[src/hw/perf_consts.svh]
// register offsets, field positions and event codes for the monitor
// How it works
// - 6FH counts memory transactions, self or any
// - 64H counts bus clocks receiving data
// - 61H counts bus clocks driving block-next-request
// - 7AH counts bus clocks driving clean snoop
// - 7BH counts bus clocks driving modified snoop
// - 7EH counts clocks of bus snoop stall
// - both selects hold pin-control bit 19
// - ratio 2:1/3:1, bit set: one-clock pulse
// - pin-control clear: output toggles on overflow
// - other ratios: no snoop-event overflow indication
// - C1H counts retired FP ops, counter 0
// - trapped or assisted FP ops not counted
// - assist-handler ops and sub-ops are counted
`ifndef PERF_CONSTS_SVH
`define PERF_CONSTS_SVH

`define PM_ADDR_W 4
`define PM_SEL0_OFS 4'h0
`define PM_SEL1_OFS 4'h1
`define PM_CTR0_LO_OFS 4'h2
`define PM_CTR0_HI_OFS 4'h3
`define PM_CTR1_LO_OFS 4'h4
`define PM_CTR1_HI_OFS 4'h5
`define PM_RATIO_OFS 4'h6
`define PM_STATUS_OFS 4'h7

`define PM_EVT_LSB 0
`define PM_EVT_MSB 7
`define PM_UMASK_LSB 8
`define PM_UMASK_MSB 15
`define PM_PIN_CTL_BIT 19
`define PM_EN_BIT 22
`define PM_SEL_RESET 32'h0000_0000
`define PM_SEL_MASK 32'h0048_FFFF

`define PM_RATIO_W 4
`define PM_RATIO_RESET 4'h2
`define PM_RATIO_TWO 4'h2
`define PM_RATIO_THREE 4'h3

`define PM_EV_MEM 8'h6F
`define PM_EV_RCV 8'h64
`define PM_EV_FLOW 8'h61
`define PM_EV_HIT 8'h7A
`define PM_EV_MOD 8'h7B
`define PM_EV_STALL 8'h7E
`define PM_EV_FP 8'hC1
`define PM_UM_SELF 8'h00
`define PM_UM_ANY 8'h20

`define PM_PIN_COUNT 7
`define PM_STAT_OK_BIT 2

`endif

[src/hw/perf_pkg.sv]
// types shared by the performance monitor
`default_nettype none
package perf_pkg;
    typedef enum logic [7:0] {
        EV_NONE = 8'h01,
        EV_MEM = 8'h02,
        EV_RCV = 8'h04,
        EV_FLOW = 8'h08,
        EV_HIT = 8'h10,
        EV_MOD = 8'h20,
        EV_STALL = 8'h40,
        EV_FP = 8'h80
    } ev_kind_t;
endpackage
`default_nettype wire

[src/hw/perf_monitor_top.sv]
// bus, snoop and floating-point event counters with monitor pins
`default_nettype none
`include "perf_consts.svh"
module perf_monitor_top #(
    parameter int CW = 40
) (
    input wire logic clk,
    input wire logic rst_b,
    input wire logic [`PM_ADDR_W-1:0] addr,
    input wire logic [31:0] wdata,
    input wire logic wr_stb,
    input wire logic rd_stb,
    output logic [31:0] rdata,
    input wire logic mem_done_self_pin,
    input wire logic mem_done_any_pin,
    input wire logic data_receive_pin,
    input wire logic block_next_request_pin,
    input wire logic clean_snoop_drive_pin,
    input wire logic modified_snoop_match_pin,
    input wire logic snoop_stall_pin,
    input wire logic fp_retire,
    input wire logic fp_retire_excluded,
    input wire logic fp_assist_op,
    input wire logic fp_subop,
    output logic [1:0] monitor_output_pin
);
    // reset release
    logic rst_a_q;
    logic rst_n_q;

    always_ff @(posedge clk or negedge rst_b) begin
        if (!rst_b) begin
            rst_a_q <= 1'b0;
            rst_n_q <= 1'b0;
        end else begin
            rst_a_q <= 1'b1;
            rst_n_q <= rst_a_q;
        end
    end

    // pin synchronisers
    logic [`PM_PIN_COUNT-1:0] pin_raw;
    logic [`PM_PIN_COUNT-1:0] pin_a_q;
    logic [`PM_PIN_COUNT-1:0] pin_q;

    assign pin_raw = {
        snoop_stall_pin,
        modified_snoop_match_pin,
        clean_snoop_drive_pin,
        block_next_request_pin,
        data_receive_pin,
        mem_done_any_pin,
        mem_done_self_pin
    };

    always_ff @(posedge clk or negedge rst_n_q) begin
        if (!rst_n_q) begin
            pin_a_q <= '0;
            pin_q <= '0;
        end else begin
            pin_a_q <= pin_raw;
            pin_q <= pin_a_q;
        end
    end

    // one synchronised level per far-side pin
    logic mem_self;
    logic mem_any;
    logic rcv_act;
    logic flow_act;
    logic hit_act;
    logic mod_act;
    logic stall_act;

    assign mem_self = pin_q[0];
    assign mem_any = pin_q[1];
    assign rcv_act = pin_q[2];
    assign flow_act = pin_q[3];
    assign hit_act = pin_q[4];
    assign mod_act = pin_q[5];
    assign stall_act = pin_q[6];

    // software registers
    logic [31:0] sel_q [2];
    logic [`PM_RATIO_W-1:0] ratio_q;

    always_ff @(posedge clk or negedge rst_n_q) begin
        if (!rst_n_q) begin
            sel_q[0] <= `PM_SEL_RESET;
            sel_q[1] <= `PM_SEL_RESET;
        end else if (wr_stb) begin
            if (addr == `PM_SEL0_OFS) begin
                sel_q[0] <= wdata & `PM_SEL_MASK;
            end
            if (addr == `PM_SEL1_OFS) begin
                sel_q[1] <= wdata & `PM_SEL_MASK;
            end
        end
    end

    always_ff @(posedge clk or negedge rst_n_q) begin
        if (!rst_n_q) begin
            ratio_q <= `PM_RATIO_RESET;
        end else if (wr_stb && addr == `PM_RATIO_OFS) begin
            ratio_q <= wdata[`PM_RATIO_W-1:0];
        end
    end

    // bus clock enable from the core-to-bus ratio
    logic [`PM_RATIO_W-1:0] div_q;
    logic bus_tick_q;
    logic div_wrap;

    // ratio 0 or 1: bus runs at the core rate
    assign div_wrap = (ratio_q <= `PM_RATIO_W'(1)) ||
                      (div_q >= ratio_q - `PM_RATIO_W'(1));

    always_ff @(posedge clk or negedge rst_n_q) begin
        if (!rst_n_q) begin
            div_q <= '0;
            bus_tick_q <= 1'b0;
        end else begin
            div_q <= div_wrap ? '0 : div_q + `PM_RATIO_W'(1);
            bus_tick_q <= div_wrap;
        end
    end

    logic ratio_ok;

    assign ratio_ok = (ratio_q == `PM_RATIO_TWO) ||
                      (ratio_q == `PM_RATIO_THREE);

    // retired floating-point operations this cycle
    logic [1:0] fp_inc;
    logic fp_keep;

    assign fp_keep = fp_retire & ~fp_retire_excluded;

    always_comb begin
        fp_inc = 2'(fp_keep);
        fp_inc = fp_inc + 2'(fp_assist_op);
        fp_inc = fp_inc + 2'(fp_subop);
    end

    // event decode
    // unlisted codes or unit masks give no event; 7AH takes any unit mask
    function automatic perf_pkg::ev_kind_t decode_ev(
        input logic [7:0] code,
        input logic [7:0] umask
    );
        perf_pkg::ev_kind_t kind;
        kind = perf_pkg::EV_NONE;
        case (code)
            `PM_EV_MEM: begin
                if (umask == `PM_UM_SELF || umask == `PM_UM_ANY) begin
                    kind = perf_pkg::EV_MEM;
                end
            end
            `PM_EV_RCV: begin
                if (umask == `PM_UM_SELF) begin
                    kind = perf_pkg::EV_RCV;
                end
            end
            `PM_EV_FLOW: begin
                if (umask == `PM_UM_SELF) begin
                    kind = perf_pkg::EV_FLOW;
                end
            end
            `PM_EV_HIT: begin
                kind = perf_pkg::EV_HIT;
            end
            `PM_EV_MOD: begin
                if (umask == `PM_UM_SELF) begin
                    kind = perf_pkg::EV_MOD;
                end
            end
            `PM_EV_STALL: begin
                if (umask == `PM_UM_SELF) begin
                    kind = perf_pkg::EV_STALL;
                end
            end
            `PM_EV_FP: begin
                if (umask == `PM_UM_SELF) begin
                    kind = perf_pkg::EV_FP;
                end
            end
            default: begin
                kind = perf_pkg::EV_NONE;
            end
        endcase
        return kind;
    endfunction

    logic [CW-1:0] count [2];
    logic [1:0] ovf;
    logic [1:0] mon_q;
    logic [1:0] snoop_sel;
    logic [1:0] pc_sel;

    genvar i;
    generate
        for (i = 0; i < 2; i++) begin : g_lane
            perf_pkg::ev_kind_t kind;
            logic [1:0] inc;
            logic enabled;
            logic any_agent;

            assign kind = decode_ev(
                sel_q[i][`PM_EVT_MSB:`PM_EVT_LSB],
                sel_q[i][`PM_UMASK_MSB:`PM_UMASK_LSB]);
            assign enabled = sel_q[i][`PM_EN_BIT];
            assign any_agent =
                sel_q[i][`PM_UMASK_MSB:`PM_UMASK_LSB] == `PM_UM_ANY;
            assign pc_sel[i] = sel_q[i][`PM_PIN_CTL_BIT];
            assign snoop_sel[i] = (kind == perf_pkg::EV_HIT) ||
                                  (kind == perf_pkg::EV_MOD);

            always_comb begin
                inc = 2'b00;
                if (enabled) begin
                    unique case (kind)
                        perf_pkg::EV_MEM: begin
                            if (bus_tick_q) begin
                                inc = 2'(any_agent ? mem_any
                                                   : mem_self);
                            end
                        end
                        perf_pkg::EV_RCV: begin
                            inc = 2'(bus_tick_q & rcv_act);
                        end
                        perf_pkg::EV_FLOW: begin
                            inc = 2'(bus_tick_q & flow_act);
                        end
                        perf_pkg::EV_HIT: begin
                            inc = 2'(bus_tick_q & hit_act);
                        end
                        perf_pkg::EV_MOD: begin
                            inc = 2'(bus_tick_q & mod_act);
                        end
                        perf_pkg::EV_STALL: begin
                            inc = 2'(stall_act);
                        end
                        perf_pkg::EV_FP: begin
                            if (i == 0) begin
                                inc = fp_inc;
                            end else begin
                                inc = 2'b00;
                            end
                        end
                        perf_pkg::EV_NONE: begin
                            inc = 2'b00;
                        end
                    endcase
                end
            end

            event_counter_lane #(
                .CW(CW)
            ) u_lane (
                .clk(clk),
                .rst_n(rst_n_q),
                .inc(inc),
                .load_lo(wr_stb && addr == (i == 0 ? `PM_CTR0_LO_OFS
                                                   : `PM_CTR1_LO_OFS)),
                .load_hi(wr_stb && addr == (i == 0 ? `PM_CTR0_HI_OFS
                                                   : `PM_CTR1_HI_OFS)),
                .wdata(wdata),
                .count(count[i]),
                .ovf(ovf[i])
            );

            // monitor pin: pulse or toggle on overflow
            // the ratio gate mutes only the 7AH and 7BH snoop events
            always_ff @(posedge clk or negedge rst_n_q) begin
                if (!rst_n_q) begin
                    mon_q[i] <= 1'b0;
                end else if (snoop_sel[i] && !ratio_ok) begin
                    mon_q[i] <= 1'b0;
                end else if (pc_sel[i]) begin
                    mon_q[i] <= ovf[i];
                end else if (ovf[i]) begin
                    mon_q[i] <= ~mon_q[i];
                end
            end
        end
    endgenerate

    assign monitor_output_pin = mon_q;

    // read port, data in the cycle after the strobe only
    logic [31:0] rdata_q;
    logic [31:0] rd_mux;

    always_comb begin
        rd_mux = 32'h0000_0000;
        case (addr)
            `PM_SEL0_OFS: begin
                rd_mux = sel_q[0];
            end
            `PM_SEL1_OFS: begin
                rd_mux = sel_q[1];
            end
            `PM_CTR0_LO_OFS: begin
                rd_mux = count[0][31:0];
            end
            `PM_CTR0_HI_OFS: begin
                rd_mux[CW-33:0] = count[0][CW-1:32];
            end
            `PM_CTR1_LO_OFS: begin
                rd_mux = count[1][31:0];
            end
            `PM_CTR1_HI_OFS: begin
                rd_mux[CW-33:0] = count[1][CW-1:32];
            end
            `PM_RATIO_OFS: begin
                rd_mux[`PM_RATIO_W-1:0] = ratio_q;
            end
            // status: monitor pins and ratio-supported flag
            `PM_STATUS_OFS: begin
                rd_mux[`PM_STAT_OK_BIT-1:0] = mon_q;
                rd_mux[`PM_STAT_OK_BIT] = ratio_ok;
            end
            default: begin
                rd_mux = 32'h0000_0000;
            end
        endcase
    end

    always_ff @(posedge clk or negedge rst_n_q) begin
        if (!rst_n_q) begin
            rdata_q <= 32'h0000_0000;
        end else if (rd_stb) begin
            rdata_q <= rd_mux;
        end else begin
            rdata_q <= 32'h0000_0000;
        end
    end

    assign rdata = rdata_q;
endmodule
`default_nettype wire

[src/hw/event_counter_lane.sv]
// one loadable event counter with an overflow pulse
`default_nettype none
`include "perf_consts.svh"
module event_counter_lane #(
    parameter int CW = 40
) (
    input wire logic clk,
    input wire logic rst_n,
    input wire logic [1:0] inc,
    input wire logic load_lo,
    input wire logic load_hi,
    input wire logic [31:0] wdata,
    output logic [CW-1:0] count,
    output logic ovf
);
    logic [CW-1:0] count_q;
    logic ovf_q;
    logic [CW:0] sum;

    assign sum = {1'b0, count_q} + {{(CW-1){1'b0}}, inc};
    assign count = count_q;
    assign ovf = ovf_q;

    always_ff @(posedge clk or negedge rst_n) begin
        if (!rst_n) begin
            count_q <= '0;
        end else if (load_lo) begin
            count_q[31:0] <= wdata;
        end else if (load_hi) begin
            count_q[CW-1:32] <= wdata[CW-33:0];
        end else begin
            count_q <= sum[CW-1:0];
        end
    end

    // wrap of the counter, not raised by software loads
    always_ff @(posedge clk or negedge rst_n) begin
        if (!rst_n) begin
            ovf_q <= 1'b0;
        end else begin
            ovf_q <= sum[CW] & ~load_lo & ~load_hi;
        end
    end
endmodule
`default_nettype wire

[config.mk]
export PLATFORM = sky130hd
export DESIGN_NAME = perf_monitor_top
export DESIGN_NICKNAME = d
export VERILOG_FILES = /design/src/hw/perf_pkg.sv /design/src/hw/perf_monitor_top.sv /design/src/hw/event_counter_lane.sv
export VERILOG_INCLUDE_DIRS = /design/src /design/src/hw
export SDC_FILE = /design/constraint.sdc
export NUM_CORES = 1
export LEC_CHECK = 0
export BUFFER_PORTS_ARGS = -buffer_cell sky130_fd_sc_hd__buf_2
export CAP_MARGIN = 0
export CORE_UTILIZATION = 30
export CTS_CLUSTER_SIZE = 8
export DETAILED_ROUTE_END_ITERATION = 7
export GPL_TIMING_DRIVEN = 0
export HOLD_SLACK_MARGIN = 0.02
export SLEW_MARGIN = 30
export SYNTH_ARGS = -nofsm -noshare
export SYNTH_HDL_FRONTEND = slang
export SYNTH_SLANG_ARGS = --single-unit
[constraint.sdc]
create_clock -name clk -period 16.88 [get_ports clk]
set_clock_uncertainty 0.2 [all_clocks]
set_input_delay 3.376 -clock clk [delete_from_list [all_inputs] [get_ports clk]]
set_output_delay 3.376 -clock clk [all_outputs]
set_load 0.005 [all_outputs]
==> results of run 1 <==
## layout by cell type, fill, tap and decap left out, types with 25 or more instances in the layout
| cell | instances |
|---|---|
| a22oi_1 | 41 |
| a21oi_1 | 66 |
| clkbuf_1 | 60 |
| mux2_2 | 45 |
| buf_2 | 89 |
| dfrtp_1 | 175 |
| nand3_1 | 42 |
| o21ai_0 | 64 |
| mux2i_1 | 25 |
| nand2_1 | 79 |
| nor2_1 | 91 |
| nand4_1 | 25 |
## kinds of logic after synthesis
logic type,synth area share
AO/OA/AOI/OAI,0.199
multiplexers,0.0808
buffers and inverters,0.0388
other,0.000378
flip-flops,0.446
AND/OR/NAND/NOR,0.207
XOR/XNOR,0.00706
adder cells (fa/ha/maj),0.0204
## path summary, 6_finish.rpt
check                                        endpoint  slack, ps
hold / removal             g_lane[0].u_lane.count[21]         20
max in group asynchronous                     rst_n_q      13870
setup / recovery           g_lane[0].u_lane.count[36]      10040
setup reg to reg           g_lane[0].u_lane.count[36]      12180
min in group clk                             pin_q[6]        150
hold reg to reg            g_lane[0].u_lane.count[21]         20
## stage by stage
stage,instances,util,setup WS (ps)
after floorplan,1055,-,10280
after global placement,1579,0.335,9050
after detailed placement,1583,0.338,9670
after CTS,1615,0.355,10130
after global routing,1615,0.355,9950
final,1615,0.355,10040
## worst reg2reg max path: stages (launching register included)
cell      delay [ps]
dfrtp_1          400
or4_1            530
or4_1            480
nor3_1           260
o311a_1          220
ha_1             170
inv_1             60
fa_1             400
and3b_1          300
and3_1           170
clkbuf_1         370
nand3_1          370
or4_1            590
nand3_1          100
## final cells by class
type,instances,area (um2),share of cell area
timing repair buffer,86,505,0.0438
tap,442,553,0.0479
sequential,177,4430,0.384
multi-input combinational,781,5110,0.443
buffer,74,299,0.0259
inverter,23,86.3,0.00747
clock inverter,13,128,0.0110
clock buffer,19,433,0.0375
## power groups by stage
stage / clock (W) / combinational, W / sequential (W)
after detailed placement: 0 / 0.000273 / 0.000621
after CTS: 0.000396 / 0.000275 / 0.000614
after global routing: 0.000414 / 0.000307 / 0.000631
final: 0.000393 / 0.000278 / 0.000619
after global placement: 0 / 0.000256 / 0.000628
after floorplan: 0 / 0.000191 / 0.000585
## layer usage
metal | up-vias | share of wire | GRT usage
met3 | 86 | 0.088 | 0.0420
met1 | 4626 | 0.43 | 0.297
met4 | 0 | 0.030 | 0.0797
li1 | 4190 | - | -
met2 | 464 | 0.46 | 0.340
met5 | - | 0 | 0
## registers in the layout, summed over array words and instances, names as in the netlist
signal	cells
g_lane.enabled	2
monitor_output_pin	2
sel_q	32
pin_a_q	7
rst_n_q	1
rdata	32
pc_sel	2
pin_q	7
bus_tick_q	1
g_lane.u_lane.ovf	2
ratio_q	4
div_q	4
g_lane.u_lane.count	80
rst_a_q	1
==> metrics.txt, run 1 <==
outcome=finished clean; ant diodes=0; pwr/cell area=112 nW/um2; IO Pins=85; DIE AREA=roughly 34000 um2; placed cell areas=roughly 11000 um2; #FFs+latches synth=around 180; Site Rows=66; # DRC=0; H-tree depth=4; post-DP HPWL=~27000 um; crit path launch=fp_retire; Leak=a little under 5 nW; number of DRC markers in iteration 0=about 1100; P&R area growth vs syn=16.3%; distinct cell type count after synthesis=between 70 and 80; clock root buffer=clkbuf_16; vias in the first global route=approximately 9000; Avg Cell Area, Syn=between 9 and 10 um2; antenna viol nets, final=0; Crit path arrival time=7020 ps; ys flop type=dfrtp_1; maxcap violations=0; total routed wirelength=between 30000 and 40000 um; Starting Density=0.305; yosys warns=0; R2R cell count=13; Clk Latency, worst-skew pair=approximately 450 ps; # setup viols final=0; Worst Path Required=17070 ps; final hold viol count=0; most frequent cell after synthesis=dfrtp_1; largest net degree at the start of global routing=50; crit-path max cell delay=590 ps; crit path time final=slightly below 7000 ps; cell-internal power=just over 0.0008 W; vias=~9400; Synth Cell Area=9930 um2; Final Slew Violations=0; Tot Pwr=0.00129 W; GR Util All Layers=0.217; Resize count post-CTS=0; worst-margin pin slew=952 ps; Net Sw Frac=0.357; fillcell total=around 3400; WP buf/inv=3; share of cells above drive strength 1=0.160; cell taking the most area after synthesis=dfrtp_1; RSZ-0062 raised after global routing=no; first-pass GRT wire length=about 55000 um; Worst VDD drop=0.0744 mV; Gate Count Post-Synth=roughly 1100; critical path cell sequence=buf_2, nor2b_1, fa_1, nand2_1, a31oi_1, o311a_1, ha_1, inv_1, fa_1, and3b_1, and3_1, clkbuf_1, nand3_1, or4_1, nand3_1; CTS clock-pin slew for the worst setup and hold paths=around 70 ps; Clk pwr share=0.305; wire per inst=22.3 um; Yosys top cell area share=0.443; global route overflow=0; input/output buffers=between 80 and 90; Hold WS=16.0 ps; Vias/cell=~5.8; asr flop ratio synth=1.00; Crit path depth=15; postcts setup bufs=0; Psw=roughly 0.00046 W; Mapped Nets=~1100; CP Launch Type=input pin; CTS Hold Buffers Added=0; Final Cycle Share=0.405; post-synthesis sequential area ratio=0.446; Core Area=about 33000 um2; clock sink count=between 150 and 200; commonest cells in the netlist=dfrtp_1, nor2_1, nand2_1; CTS tree=done; FF-to-FF Start=sel_q[40]; worst hold-check path type=reg -> async; Slowest cell on crit path=or4_1; GPL Wtd Cong=0.960; setup_tns=0 ps; final instance area=11600 um2; Combinational Power Share=0.215; number of flops mapped to enable cells by yosys=0; cell family with most CP delay=simple AND/OR/NAND/NOR gates; synth top area cells=dfrtp_1, mux2_2, nor2_1; # nets final=~1200; crit path capture type=register; FMAX=approximately 150 MHz; total CTS buffers=17; CP Max Fanout=9; Relative slew margins=0.364; antenna violations before repair=2; die height=184 um; Flop pwr share=0.480; Die Wd=around 180 um; 1st-pass router iterations=5; WS Path Type=in -> reg; clk buf depth=2
Note: power is estimated with default switching activity, not from simulation.
==> inputs of run 2 (changes only) <==
clock period = 6.7 ns   (was 16.88 ns; I/O delays follow)
==> run 2 against run 1 <==
  * Cell area unchanged
  * Clock-buffer cell count is the same
  * Worst hold slack about the same
  * Sequential power grew to 2.5 times the previous value
  * Die area unchanged
  * Non-clock buffer count unchanged
  * Total power rose to 2.5 times the previous value
  * Via count did not move
  * Routed wire length is 0.36% higher
  * Worst setup slack got worse by 8100 ps
  * Largest power group unchanged
==> metrics.txt, run 2 (same netlist as run 1, synthesis figures left out) <==
vias=9366 (unchanged); Final Slew Violations=0 (unchanged); pre-CTS setup slack=1530 ps (-8140 ps); setup_tns=0 ps (unchanged); CP Max Fanout=9 (unchanged); WS Path Type=in -> reg; crit path capture type=register; GPL Wtd Cong=0.960 (unchanged); postcts setup bufs=0 (unchanged); crit path launch=fp_retire; final instance area=11600 um2 (unchanged); global route overflow=0 (unchanged); CP Launch Type=input pin; 1st-pass router iterations=6 (+1); CTS tree=done; crit path time final=around 4800 ps; first-pass GRT wire length=55400 um (about the same); pwr/cell area=281 nW/um2 (+150%); Relative slew margins=0.373 (+0.00935); maxcap violations=0 (unchanged); Core Area=32500 um2 (unchanged); Worst VDD drop=0.188 mV (+150%); Resize count post-CTS=0 (unchanged); total routed wirelength=36100 um (+0.36%); CTS Hold Buffers Added=0 (unchanged); clock root buffer=clkbuf_16; placed cells=1583 (unchanged); total CTS buffers=17 (unchanged); RSZ-0062 raised after global routing=no; Flop pwr share=0.480 (about the same); input/output buffers=82 (unchanged); cell-internal power=0.00209 W (+150%); DIE AREA=33800 um2 (unchanged); final worst setup slack=1900 ps (-8140 ps); IO Pins=85 (unchanged); wire per inst=22.4 um (+0.36%); # setup viols final=0 (unchanged); clock sink count=177 (unchanged); Clk Latency, worst-skew pair=450 ps (about the same); Final Cycle Share=0.716; die height=184 um (unchanged); antenna viol nets, final=0 (unchanged); antenna violations before repair=2 (unchanged); post-route insts no fill=1615 (unchanged); Worst Path Required=6880 ps (-10190 ps); Starting Density=0.305 (unchanged); # DRC=0 (unchanged); Clk pwr share=0.304 (about the same); post-DP HPWL=26700 um (unchanged); largest net degree at the start of global routing=50 (unchanged); ant diodes=0 (unchanged); number of flip-flops under the largest register name=80 (unchanged); FF-to-FF Start=sel_q[40]; Site Rows=66 (unchanged); vias in the first global route=8966 (-0.11%); Leak=4.84 nW (unchanged); most frequent cells in the layout=dfrtp_1, nor2_1, buf_2; # nets final=1226 (unchanged); Psw=0.00116 W (+150%); worst-margin pin slew=938 ps (-14.0 ps); Net Sw Frac=0.357 (about the same); most common cell after layout, fill and taps aside=dfrtp_1; Die Wd=184 um (unchanged); GR Util All Layers=0.218 (about the same); CTS clock-pin slew for the worst setup and hold paths=70 ps (about the same); worst hold-check path type=reg -> async; Crit path arrival time=4980 ps (-2040 ps); outcome=finished clean; Final Util=0.355 (unchanged); FMAX=between 200 and 250 MHz; fillcell total=3392 (unchanged); Combinational Power Share=0.216 (about the same); placed cell areas=11000 um2 (unchanged); number of DRC markers in iteration 0=1095 (+3.6%); final hold viol count=0 (unchanged); Vias/cell=5.80 (unchanged); H-tree depth=4 (unchanged); P&R area growth vs syn=16.3% (unchanged); clk buf depth=2 (unchanged); share of cells above drive strength 1=0.160 (unchanged)
run 2: cell counts in the layout (fill, tap and decap cells not counted):
No cell type changed its count.
run 2: layer usage:
metal  global-route usage  wire [um]  up-vias
met1                0.297      15000     4594
met4               0.0777       1030        0
met3               0.0418       3620       79
li1                     -          -     4194
met2                0.341      16500      499
met5                    0          0        -
run 2: area by class of cell:
cell class,count,area [um2],share of cell area
plain buffers,74,299,0.0259
clock buffers,19,433,0.0375
clock inverters,13,128,0.0110
inverters,23,86.3,0.00747
multi-input cells,781,5110,0.443
flip-flops and latches,177,4430,0.384
well taps,442,553,0.0479
repair buffers,86,505,0.0438
run 2: per-stage QoR:
step	power, W	hold slack (ps)
after CTS	0.00324	26.8
after floorplan	0.00196	131
after global placement	0.00223	134
final	0.00325	16.0
after detailed placement	0.00225	19.7
after global routing	0.00341	37.7
run 2: worst paths after layout:
path                                               to  slack, ps  depth (start not counted)
max                        g_lane[0].u_lane.count[36]       1900                         15
min                                         rdata[26]         20                          0
max reg2reg                g_lane[0].u_lane.count[36]       2000                         13
min reg2reg                                 rdata[26]         20                          0
max in group asynchronous                  ratio_q[1]       5430                          2
min in group clk                             pin_q[6]        150                          0
run 2: power groups by stage:
stage | Clock [W] | Sequential [W] | Combinational (W)
after floorplan | 0 | 0.00147 | 0.000482
after global placement | 0 | 0.00158 | 0.000646
after detailed placement | 0 | 0.00157 | 0.000688
after CTS | 0.000998 | 0.00155 | 0.000692
after global routing | 0.00104 | 0.00159 | 0.000773
final | 0.000988 | 0.00156 | 0.000701
run 2: worst max-delay path: stages:
cell and delay, ps:
buf_2 90, nor2b_1 130, fa_1 500, nand2_1 50, a31oi_1 160, o311a_1 180, ha_1 170, inv_1 60
fa_1 400, and3b_1 300, and3_1 170, clkbuf_1 370, nand3_1 370, or4_1 590, nand3_1 110
